===== config.mk =====
export PLATFORM = sky130hd
export DESIGN_NAME = ris_reset_init_sequencer
export DESIGN_NICKNAME = d
export VERILOG_FILES = /design/src/ris_pkg.sv /design/src/ris_sync.sv /design/src/ris_reset_init_sequencer.sv
export SDC_FILE = /design/constraint.sdc
export NUM_CORES = 1
export LEC_CHECK = 0
export BUFFER_PORTS_ARGS = -buffer_cell sky130_fd_sc_hd__buf_2
export CAP_MARGIN = 0
export CORE_MARGIN = 2
export CORE_UTILIZATION = 37
export DETAILED_ROUTE_END_ITERATION = 12
export GPL_TIMING_DRIVEN = 0
export SYNTH_ARGS = -nofsm -noshare
export SYNTH_HDL_FRONTEND = slang
export SYNTH_SLANG_ARGS = --single-unit

===== constraint.sdc =====
create_clock -name clk_in -period 3.95 [get_ports clk_in]
set_input_delay 0.79 -clock clk_in [delete_from_list [all_inputs] [get_ports clk_in]]
set_output_delay 0.79 -clock clk_in [all_outputs]
set_load 0.02 [all_outputs]

===== src/ris_pkg.sv =====
// Constants and types shared by the reset initialization sequencer
// Summary of operation
// External reset input must stay low 32 ticks
// Host mode power-on reset held 32 clocks
// Agent mode power-on reset held 32 ticks
// Driven hard and soft resets held 512 ticks
// Soft release at least 16 ticks after hard
// Configuration valid 4 clocks before power-on release
// Configuration pins off during hard reset, on later
// Sample three-bit source and divide bit
// Reset lines are open drain, low only
// Allow 7680 to 122880 cycles for DLL lock
// Primary clock source follows host or agent mode
// Host mode tick rate follows divide bit
// Hold internal reset until PLL and DLL lock; code also releases it after a lock wait timeout without lock
package ris_pkg;

    // Clock rate and lock timing
    localparam int unsigned CLK_MHZ        = 50;
    localparam int unsigned PLL_LOCK_US    = 100;
    localparam int unsigned PLL_LOCK_CYCLES = PLL_LOCK_US * CLK_MHZ;
    localparam int unsigned DLL_MIN_CYCLES = 7680;
    localparam int unsigned DLL_MAX_CYCLES = 122880;

    // Sequence counts in sync clock ticks
    localparam logic [16:0] HRST_TICKS     = 17'h00200;
    localparam logic [16:0] SOFT_LAG_TICKS = 17'h00010;
    localparam logic [16:0] CFG_ON_TICKS   = 17'h00001;
    localparam logic [5:0]  EXT_ASSERT_TICKS = 6'h20;

    // Reset values
    localparam logic [2:0]  CFG_SOURCE_RST = 3'h0;
    localparam logic        CFG_DIV_RST    = 1'h0;
    localparam logic        HOST_MODE_RST  = 1'h1;

    // Synchroniser layout
    localparam int unsigned SYNC_W    = 10;
    localparam int unsigned SY_POR    = 0;
    localparam int unsigned SY_HRST   = 1;
    localparam int unsigned SY_SRST   = 2;
    localparam int unsigned SY_HOST   = 3;
    localparam int unsigned SY_CFG_LO = 4;
    localparam int unsigned SY_DIV    = 7;
    localparam int unsigned SY_PLL    = 8;
    localparam int unsigned SY_DLL    = 9;

    // Sequencer states
    typedef enum logic [2:0] {
        ST_POR,
        ST_LOCK,
        ST_HRST,
        ST_SRST,
        ST_SOFT,
        ST_RUN
    } ris_state_t;

endpackage : ris_pkg


===== src/ris_sync.sv =====
// Two-flop synchroniser bank for pin inputs
module ris_sync #(
    parameter int unsigned WIDTH = 1
) (
    // Clock and reset
    input  wire logic             clk_in,
    input  wire logic             rstn_in,
    // Asynchronous and synchronised data
    input  wire logic [WIDTH-1:0] async_in,
    output logic      [WIDTH-1:0] sync_out
);

    logic [WIDTH-1:0] meta_reg;

    // First stage read only by the second
    always_ff @(posedge clk_in or negedge rstn_in) begin
        if (!rstn_in) begin
            meta_reg <= '0;
            sync_out <= '0;
        end else begin
            meta_reg <= async_in;
            sync_out <= meta_reg;
        end
    end

endmodule : ris_sync


===== src/ris_reset_init_sequencer.sv =====
// Reset initialization sequencer: lock wait and ordered reset release
module ris_reset_init_sequencer
    import ris_pkg::*;
#(
    parameter int unsigned PLL_LOCK_CYC = ris_pkg::PLL_LOCK_CYCLES,
    parameter int unsigned DLL_MIN_CYC  = ris_pkg::DLL_MIN_CYCLES,
    parameter int unsigned DLL_MAX_CYC  = ris_pkg::DLL_MAX_CYCLES
) (
    // Clock and reset
    input  wire logic       clk_in,
    input  wire logic       rstn_in,
    // Reset pins
    input  wire logic       power_on_reset_n_in,
    input  wire logic       hard_reset_n_in,
    input  wire logic       soft_reset_n_in,
    output logic            hard_reset_n_out,
    output logic            hard_reset_n_oe_out,
    output logic            soft_reset_n_out,
    output logic            soft_reset_n_oe_out,
    // Power-on configuration pins
    input  wire logic       host_mode_in,
    input  wire logic [2:0] cfg_reset_source_in,
    input  wire logic       input_clock_divide_select_in,
    output logic [2:0]      cfg_reset_source_out,
    output logic            input_clock_divide_select_out,
    output logic            cfg_oe_out,
    // Lock indications
    input  wire logic       pll_lock_in,
    input  wire logic       dll_lock_in,
    // Internal controls and status
    output logic            core_reset_n_out,
    output logic            clk_sel_host_out,
    output logic            sync_tick_out,
    output logic            lock_timeout_out
);

    import ris_pkg::*;

    logic [SYNC_W-1:0] pins_async;
    logic [SYNC_W-1:0] pins_s;
    logic              por_s;
    logic              por_d_reg;
    logic              por_rise;
    logic              host_reg;
    logic              div_reg;
    logic [2:0]        cfg_reg;
    logic              half_reg;
    logic              tick;
    ris_state_t        state_reg;
    ris_state_t        state_next;
    logic [16:0]       cnt_reg;
    logic [16:0]       cnt_next;
    logic [5:0]        ext_cnt_reg;
    logic              ext_low;
    logic              lock_ok;
    logic              lock_late;
    logic              hard_oe_next;
    logic              soft_oe_next;

    // Pin inputs through two flops
    assign pins_async = {dll_lock_in, pll_lock_in,
                         input_clock_divide_select_in, cfg_reset_source_in,
                         host_mode_in, soft_reset_n_in, hard_reset_n_in,
                         power_on_reset_n_in};

    ris_sync #(.WIDTH(SYNC_W)) u_sync (
        .clk_in   (clk_in),
        .rstn_in  (rstn_in),
        .async_in (pins_async),
        .sync_out (pins_s)
    );

    assign por_s    = pins_s[SY_POR];
    assign por_rise = por_s && !por_d_reg;
    assign ext_low  = !pins_s[SY_HRST] || !pins_s[SY_SRST];

    // Power-on release edge detect
    always_ff @(posedge clk_in or negedge rstn_in) begin
        if (!rstn_in) begin
            por_d_reg <= 1'b0;
        end else begin
            por_d_reg <= por_s;
        end
    end

    // Configuration sampled at power-on release
    always_ff @(posedge clk_in or negedge rstn_in) begin
        if (!rstn_in) begin
            cfg_reg  <= CFG_SOURCE_RST;
            div_reg  <= CFG_DIV_RST;
            host_reg <= HOST_MODE_RST;
        end else if (por_rise) begin
            cfg_reg  <= pins_s[SY_CFG_LO +: 3];
            div_reg  <= pins_s[SY_DIV];
            host_reg <= pins_s[SY_HOST];
        end
    end

    // Sync tick: halved in host mode when divide bit set
    always_ff @(posedge clk_in or negedge rstn_in) begin
        if (!rstn_in) begin
            half_reg <= 1'b0;
        end else begin
            half_reg <= !half_reg;
        end
    end

    assign tick = !(host_reg && div_reg) || half_reg;

    // Lock wait exits
    assign lock_ok   = pins_s[SY_PLL] && pins_s[SY_DLL] &&
                       (cnt_reg >= 17'(DLL_MIN_CYC - 1));
    assign lock_late = (cnt_reg >= 17'(DLL_MAX_CYC - 1)) ||
                       (!pins_s[SY_PLL] &&
                        cnt_reg >= 17'(PLL_LOCK_CYC - 1));

    // Next state and counter
    always_comb begin
        state_next = state_reg;
        cnt_next   = cnt_reg;
        unique case (state_reg)
            ST_POR: begin
                if (por_s) begin
                    state_next = ST_LOCK;
                end
            end
            ST_LOCK: begin
                cnt_next = cnt_reg + 17'h00001;
                if (lock_ok || lock_late) begin
                    state_next = ST_HRST;
                    cnt_next   = '0;
                end
            end
            ST_HRST: begin
                if (tick) begin
                    cnt_next = cnt_reg + 17'h00001;
                    if (cnt_reg == HRST_TICKS - 17'h00001) begin
                        state_next = ST_SRST;
                        cnt_next   = '0;
                    end
                end
            end
            ST_SRST: begin
                if (tick) begin
                    cnt_next = cnt_reg + 17'h00001;
                    if (cnt_reg == SOFT_LAG_TICKS - 17'h00001) begin
                        state_next = ST_RUN;
                        cnt_next   = '0;
                    end
                end
            end
            ST_SOFT: begin
                if (tick) begin
                    cnt_next = cnt_reg + 17'h00001;
                    if (cnt_reg == HRST_TICKS - 17'h00001) begin
                        state_next = ST_RUN;
                        cnt_next   = '0;
                    end
                end
            end
            ST_RUN: begin
                if (tick && ext_low &&
                    ext_cnt_reg == EXT_ASSERT_TICKS - 6'h01) begin
                    state_next = pins_s[SY_HRST] ? ST_SOFT : ST_HRST;
                end
            end
        endcase
        if (!por_s) begin
            state_next = ST_POR;
            cnt_next   = '0;
        end
    end

    // State and counter registers
    always_ff @(posedge clk_in or negedge rstn_in) begin
        if (!rstn_in) begin
            state_reg <= ST_POR;
            cnt_reg   <= '0;
        end else begin
            state_reg <= state_next;
            cnt_reg   <= cnt_next;
        end
    end

    // Filter on externally asserted reset inputs
    always_ff @(posedge clk_in or negedge rstn_in) begin
        if (!rstn_in) begin
            ext_cnt_reg <= '0;
        end else if (state_reg != ST_RUN || !ext_low) begin
            ext_cnt_reg <= '0;
        end else if (tick && ext_cnt_reg != EXT_ASSERT_TICKS - 6'h01) begin
            ext_cnt_reg <= ext_cnt_reg + 6'h01;
        end
    end

    assign hard_oe_next = state_next inside {ST_POR, ST_LOCK, ST_HRST};
    assign soft_oe_next = hard_oe_next || state_next inside {ST_SRST, ST_SOFT};

    // Registered pin drivers, low only
    always_ff @(posedge clk_in or negedge rstn_in) begin
        if (!rstn_in) begin
            hard_reset_n_oe_out <= 1'b1;
            soft_reset_n_oe_out <= 1'b1;
            hard_reset_n_out    <= 1'b0;
            soft_reset_n_out    <= 1'b0;
        end else begin
            hard_reset_n_oe_out <= hard_oe_next;
            soft_reset_n_oe_out <= soft_oe_next;
            hard_reset_n_out    <= 1'b0;
            soft_reset_n_out    <= 1'b0;
        end
    end

    // Configuration pin drive after hard release
    always_ff @(posedge clk_in or negedge rstn_in) begin
        if (!rstn_in) begin
            cfg_oe_out                    <= 1'b0;
            cfg_reset_source_out          <= CFG_SOURCE_RST;
            input_clock_divide_select_out <= CFG_DIV_RST;
        end else begin
            cfg_oe_out <= !hard_oe_next && pins_s[SY_HRST] &&
                          (state_next != ST_SRST ||
                           cnt_next >= CFG_ON_TICKS);
            cfg_reset_source_out          <= cfg_reg;
            input_clock_divide_select_out <= div_reg;
        end
    end

    // Internal reset, clock select and status
    always_ff @(posedge clk_in or negedge rstn_in) begin
        if (!rstn_in) begin
            core_reset_n_out <= 1'b0;
            clk_sel_host_out <= HOST_MODE_RST;
            sync_tick_out    <= 1'b0;
            lock_timeout_out <= 1'b0;
        end else begin
            core_reset_n_out <= !hard_oe_next;
            clk_sel_host_out <= host_reg;
            sync_tick_out    <= tick;
            if (state_reg == ST_POR) begin
                lock_timeout_out <= 1'b0;
            end else if (state_reg == ST_LOCK && !lock_ok && lock_late) begin
                lock_timeout_out <= 1'b1;
            end
        end
    end
endmodule : ris_reset_init_sequencer


==> flow_metrics.py, run 1 <==
metrics = {
    "grt": {
        "grt_usage_pct": 18.2,
        "grt_pass1_wl_um": 12200,
        "overflow": 0,
        "antenna_found_initial": 0,
        "grt_pass1_vias": 2395,
        "grt_start_max_net_pins": 65,
    },
    "logic_synthesis": {
        "synth_area_leader_cell": "dfrtp_1",
        "synth_mux_area_share_pct": 2.82,
        "ys_types": 62,
        "synth_xor_area_share_pct": 1.71,
        "ys_async_sr_fraction_pct": 100,
        "yosys.area_share.adder_pct": 0.817,
        "ys_top_cells_by_area": "dfrtp_1 49%, dfstp_2 3.4%, nor2_1 3.2%, nand2_1 2.8%, nand3_1 2.6%",
        "syn_area_per_cell_um2": 9.98,
        "yosys_warnings": 0,
        "synth_top_area_share_pct": 49.0,
        "synth_top_family_by_area": "simple AND/OR/NAND/NOR gates",
        "syn_area_um2": 3060,
        "ys_seq_area_share_pct": 52.4,
        "synth_simple_gate_area_share_pct": 21.8,
        "synth_edf_count": 0,
        "synth_top_flop_cell": "dfrtp_1",
        "synth_compound_gate_area_share_pct": 16.6,
        "syn_inst": 307,
        "ys_ff_latch": 64,
    },
    "finish": {
        "fin_nets": 355,
        "num-fill-cells": 793,
        "multi_input_area_um2": 1350,
        "diodes": 0,
        "drive_gt1_share_pct": 17.1,
        "largest_reg_flops": 17,
        "areaGrowthSynthToFinish_pct": 15.6,
        "regArea_um2": 1610,
    },
    "critical_path": {
        "max_stage_delay_ps": 510,
        "cp_cell_sequence": "clkbuf_1 > nand4_1 > nor4_1 > o311ai_1 > nand4_1 > clkbuf_2 > o221ai_1 > nor2_1 > nor4b_1 > nand4b_1 > o311a_1",
        "crit_type": "reg2reg",
        "worst_setup_path_start_kind": "flip-flop",
        "worst_setup_path_end_kind": "flip-flop",
        "worstPathArrival_ps": 3800,
        "rr_worst_depth": 11,
        "crit_required_ps": 4180,
        "crit_slowest_cell": "nor4b_1",
        "critPathMaxFanout": 10,
        "crit_top_cell": "nand4_1",
    },
    "floorplanning": {
        "die_x_um": 95.0,
        "rows": 33,
        "io-pin-count": 25,
        "core_um2": 8130,
        "start_util_pct": 37.7,
        "die_area_um2": 9030,
        "die_h_um": 95.0,
    },
    "worst_hold_path": {
        "worst_hold_path_type": "reg2reg",
        "whs_path_depth": 0,
    },
    "clock_network": {
        "cts_sinks": 64,
        "insertion_delay_ps": 340,
        "htree_levels": 3,
        "cts_max_path_buffers": 2,
        "post_cts_buffers": 0,
        "clk_pin_slew_worst_paths_ps": 80,
        "root_buffer": "clkbuf_8",
        "cts_hold_buffers": 0,
        "cts_tree": "yes",
        "cts_buffers": 9,
        "cts_resized": 0,
    },
    "pwr": {
        "power.leakage_nw": 1.52,
        "peakVddDrop_mv": 0.357,
        "finalPower_mw": 1.45,
        "power_density_nw_per_um2": 408,
    },
    "place": {
        "dp_hpwl_um": 5240,
        "io_buffers": 22,
        "gp_congestion": 0.960,
    },
    "routing": {
        "routed.top_layer": "met4",
        "wl_per_cell_um": 16.6,
        "wl_met3_um": 498,
        "drc": 0,
        "viasPerCell": 5.66,
        "wl_met2_um": 3320,
        "routed_wl_um": 7470,
        "drt_iter0_markers": 188,
        "detail-route-antenna-nets": 0,
        "wl_met1_um": 3510,
        "first_pass_iters": 5,
        "vias": 2552,
    },
    "sta": {
        "tightest_slew_ps": 919,
        "maxSlewViolCount": 0,
        "fin_setup_tns_ps": 0,
        "finalCriticalPeriod_ps": 3570,
        "rsz0062_at_grt": "false",
        "slew_headroom_pct": 38.2,
        "max_freq_mhz": 280,
        "hold_viol": 0,
        "post-route-period-util_pct": 90.4,
        "finalClockSkew_ps": 11.7,
        "setup_viol": 0,
    },
    "flow_run": {
        "drv_cap": 0,
    },
    "status": {
        "status": "complete, no violations",
    },
}
[cell usage after synthesis, types with 4 or more instances]
library cell and number:
a21oi_1 14, and2_1 5, nand2_1 23, and3_1 5, inv_1 6, mux2_2 5
xor2_1 4, nand4_1 12, dfrtp_1 60, clkbuf_1 13, a211oi_1 4, nor4_1 6
nor2_1 26, nor3_1 12, o21ai_0 13, a31oi_1 7, o31ai_1 4, nor2b_1 4
dfstp_2 4, nand3_1 16, a22oi_1 4
[final cells by class]
cell class / count / share of cell area (%)
plain buffers: 18 / 2.40
well taps: 105 / 3.71
clock buffers: 10 / 3.88
clock inverters: 6 / 2.61
flip-flops and latches: 64 / 45.3
inverters: 8 / 0.847
multi-input cells: 218 / 38.0
repair buffers: 22 / 3.18
[where the power goes]
part / switching, mW / total (mW) / internal [mW]
sequential: 0.0140 / 0.701 / 0.687
clock: 0.271 / 0.646 / 0.374
combinational: 0.0680 / 0.100 / 0.0321
[worst max-delay path, delay by kind of cell, from the launching register on]
family                 cells  cell delay [ps]
flip-flops                 1              320
AND/OR/NAND/NOR            6             1760
AO/OA/AOI/OAI              3              720
buffers and inverters      2              630
[through the flow]
step           setup WS, ps  area, um^2  util, %  hold slack (ps)  std cells
6_report                380        3540     43.6              349        451
5_1_grt                86.6        3540     43.6              351        451
4_1_cts                 258        3540     43.5              350        451
3_5_place_dp            280        3310     40.7              335        435
3_3_place_gp            275        3310     40.7              332        435
2_1_floorplan           725        3070        -              331        308
[worst paths after layout]
kind | start | endpoint | slack [ps]
max | cnt_reg[7]$_DFF_PN0_ | cfg_oe_out$_DFF_PN0_ | 380
min | u_sync.meta_reg[9]$_DFF_PN0_ | u_sync.sync_out[9]$_DFF_PN0_ | 350
max reg2reg | cnt_reg[7]$_DFF_PN0_ | cfg_oe_out$_DFF_PN0_ | 380
min reg2reg | u_sync.meta_reg[9]$_DFF_PN0_ | u_sync.sync_out[9]$_DFF_PN0_ | 350
max in group asynchronous | rstn_in | state_reg[0]$_DFF_PN0_ | 2890
min in group asynchronous | rstn_in | cnt_reg[10]$_DFF_PN0_ | 520
[cells by family after synthesis]
logic type	count (synthesis)
mux	8
compound gates	73
simple gates	127
fa+ha+maj	2
other cells	1
xor+xnor	6
flops	64
buf+inv	26
[per-layer routing]
metal  global-route usage (%)  up-vias
met3                     4.23       13
li1                         -     1206
met5                        0        -
met2                     27.1       99
met4                     7.13        0
met1                     25.7     1234
[cells in the final DEF (no fill, tap or decap), drive strengths merged, types with 5 or more instances in the layout]
cell type,n
dfrtp,60
nor4,6
and3,5
and2,5
nand2,23
nand3,16
inv,6
nor3,12
clkbuf,23
buf,27
nor2,26
nand4,12
a21oi,14
a31oi,7
mux2,5
o21ai,15
Note: power is estimated with default switching activity, not from simulation.
==> run 2, diff against run 1 <==
--- a/config.mk
+++ b/config.mk
@@ -13,2 +13,3 @@
 export GPL_TIMING_DRIVEN = 0
+export PLACE_DENSITY_LB_ADDON = 0.08
 export SYNTH_ARGS = -nofsm -noshare
==> constraint.sdc (replaced) <==
create_clock -name clk_in -period 3.95 [get_ports clk_in]
set_input_delay 0 -clock clk_in [delete_from_list [all_inputs] [get_ports clk_in]]
set_output_delay 0 -clock clk_in [all_outputs]
set_load 0.02 [all_outputs]
==> flow_metrics.py, run 2 (same netlist as run 1, synthesis figures left out) <==
metrics = {
    "finish": {
        "drive_gt1_share_pct": 16.5,
        "layout_commonest_cell": "dfrtp_1",
        "layout_common_cells": "60 x dfrtp_1, 26 x nor2_1, 23 x nand2_1, 22 x buf_2, 16 x nand3_1",
        "finalInstanceArea_um2": 3610,
        "diodes": 0,
        "areaGrowthSynthToFinish_pct": 17.8,
        "largest_reg_flops": 17,
        "fin_nets": 366,
    },
    "sta": {
        "fin_setup_tns_ps": 0,
        "slew_headroom_pct": 34.9,
        "tightest_slew_ps": 968,
        "post-route-period-util_pct": 91.9,
        "hold_viol": 0,
        "max_freq_mhz": 275,
        "rsz0062_at_grt": "false",
        "finalCriticalPeriod_ps": 3630,
        "finalClockSkew_ps": 15.3,
        "setup_viol": 0,
        "maxSlewViolCount": 0,
    },
    "pwr": {
        "power.leakage_nw": 1.54,
        "finalPower_mw": 1.34,
        "power_density_nw_per_um2": 370,
        "peakVddDrop_mv": 0.188,
    },
    "clock_network": {
        "cts_max_path_buffers": 2,
        "root_buffer": "clkbuf_8",
        "cts_sinks": 64,
        "clk_pin_slew_worst_paths_ps": 90,
        "insertion_delay_ps": 350,
        "cts_tree": "yes",
        "cts_buffers": 9,
        "htree_levels": 3,
        "post_cts_buffers": 0,
    },
    "floorplanning": {
        "io-pin-count": 25,
        "die_h_um": 95.0,
        "core_um2": 8130,
        "die_area_um2": 9030,
        "die_x_um": 95.0,
        "rows": 33,
        "start_util_pct": 37.7,
    },
    "place": {
        "gp_congestion": 0.957,
        "dp_hpwl_um": 5350,
        "placed_area_um2": 3310,
        "io_buffers": 22,
    },
    "critical_path": {
        "crit_type": "reg2reg",
        "worstPathArrival_ps": 3860,
        "critPathMaxFanout": 8,
        "worst_setup_path_start_kind": "flip-flop",
        "crit_required_ps": 4180,
        "worst_setup_path_end_kind": "flip-flop",
    },
    "routing": {
        "drc": 0,
        "drt_iter0_markers": 240,
        "vias": 2492,
        "detail-route-antenna-nets": 0,
        "routed_wl_um": 7630,
        "viasPerCell": 5.39,
        "first_pass_iters": 4,
        "wl_per_cell_um": 16.5,
    },
    "worst_hold_path": {
        "worst_hold_path_type": "in2async",
    },
    "grt": {
        "grt_pass1_wl_um": 12500,
        "grt_pass1_vias": 2394,
        "grt_start_max_net_pins": 65,
        "grt_usage_pct": 18.6,
        "antenna_found_initial": 0,
        "overflow": 0,
    },
    "flow_run": {
        "drv_cap": 0,
    },
    "status": {
        "status": "complete, no violations",
    },
}
run 2: changes by cell type in the layout (fill, tap and decap cells not counted), sizes merged:
cell / previous run / this run
dlygate4sd3: 0 / 11
inv: 6 / 9
bufinv: 2 / 0
clkbuf: 23 / 22
run 2: power breakdown:
part	switching, mW	total (mW)	leakage [nW]	internal [mW]
clock	0.288	0.526	0.0884	0.238
sequential	0.0137	0.700	0.802	0.686
combinational	0.0709	0.110	0.651	0.0393
total	0.373	1.34	1.54	0.964
run 2: worst max-delay path, cell delays in order (launching register included):
cell and delay, ps:
dfrtp_1 330, clkbuf_1 300, nand2_1 230, nor4_1 840, nand4_1 240, nand2_1 110
o31ai_1 70, a22o_1 250, a211o_1 280, or4_1 550, o311a_1 320
run 2: repair_timing:
| action | in CTS | in global routing |
|---|---|---|
| endpoints found under the hold margin | 70 | 0 |
| gates resized for setup | 0 | 2 |
| hold buffers | 11 | 0 |
| endpoints found under the setup margin | 0 | 1 |
run 2: layout make-up:
| class | instances | area (um^2) |
|---|---|---|
| Buffer | 18 | 85.1 |
| Clock buffer | 9 | 124 |
| Clock inverter | 7 | 61.3 |
| Fill cell | 768 | 4530 |
| Inverter | 8 | 30.0 |
| Multi-Input combinational cell | 218 | 1350 |
| Sequential cell | 64 | 1610 |
| Tap cell | 105 | 131 |
| Timing Repair Buffer | 33 | 223 |
run 2: path summary, 6_finish.rpt:
kind	cells past startpoint	from	slack, ps	to
worst max-delay path	10	cnt_reg[4]$_DFF_PN0_	320	cfg_oe_out$_DFF_PN0_
worst min-delay path	2	rstn_in	270	cnt_reg[14]$_DFF_PN0_
worst max register to register	10	cnt_reg[4]$_DFF_PN0_	320	cfg_oe_out$_DFF_PN0_
worst min register to register	0	u_sync.meta_reg[0]$_DFF_PN0_	350	u_sync.sync_out[0]$_DFF_PN0_
max in group asynchronous	2	rstn_in	3150	cnt_reg[6]$_DFF_PN0_
min in group clk_in	2	cfg_reset_source_in[0]	290	u_sync.meta_reg[4]$_DFF_PN0_
run 2: stage by stage:
stage               hold slack (ps)  instances  setup slack [ps]  utilization [%]
floorplan                      -296        308               725                -
global placement                108        435               179             40.7
detailed placement              109        435               264             40.7
CTS                             272        462               231             44.3
global route                    273        462              81.2             44.4
finish                          275        462               319             44.4
run 2: routing by layer:
| metal | up-vias | wire [um] | GRT usage [%] |
|---|---|---|---|
| li1 | 1226 | - | - |
| met1 | 1181 | 3680 | 25.6 |
| met2 | 71 | 3380 | 28.0 |
| met3 | 14 | 414 | 3.91 |
| met4 | 0 | 158 | 8.82 |
| met5 | - | 0 | 0 |
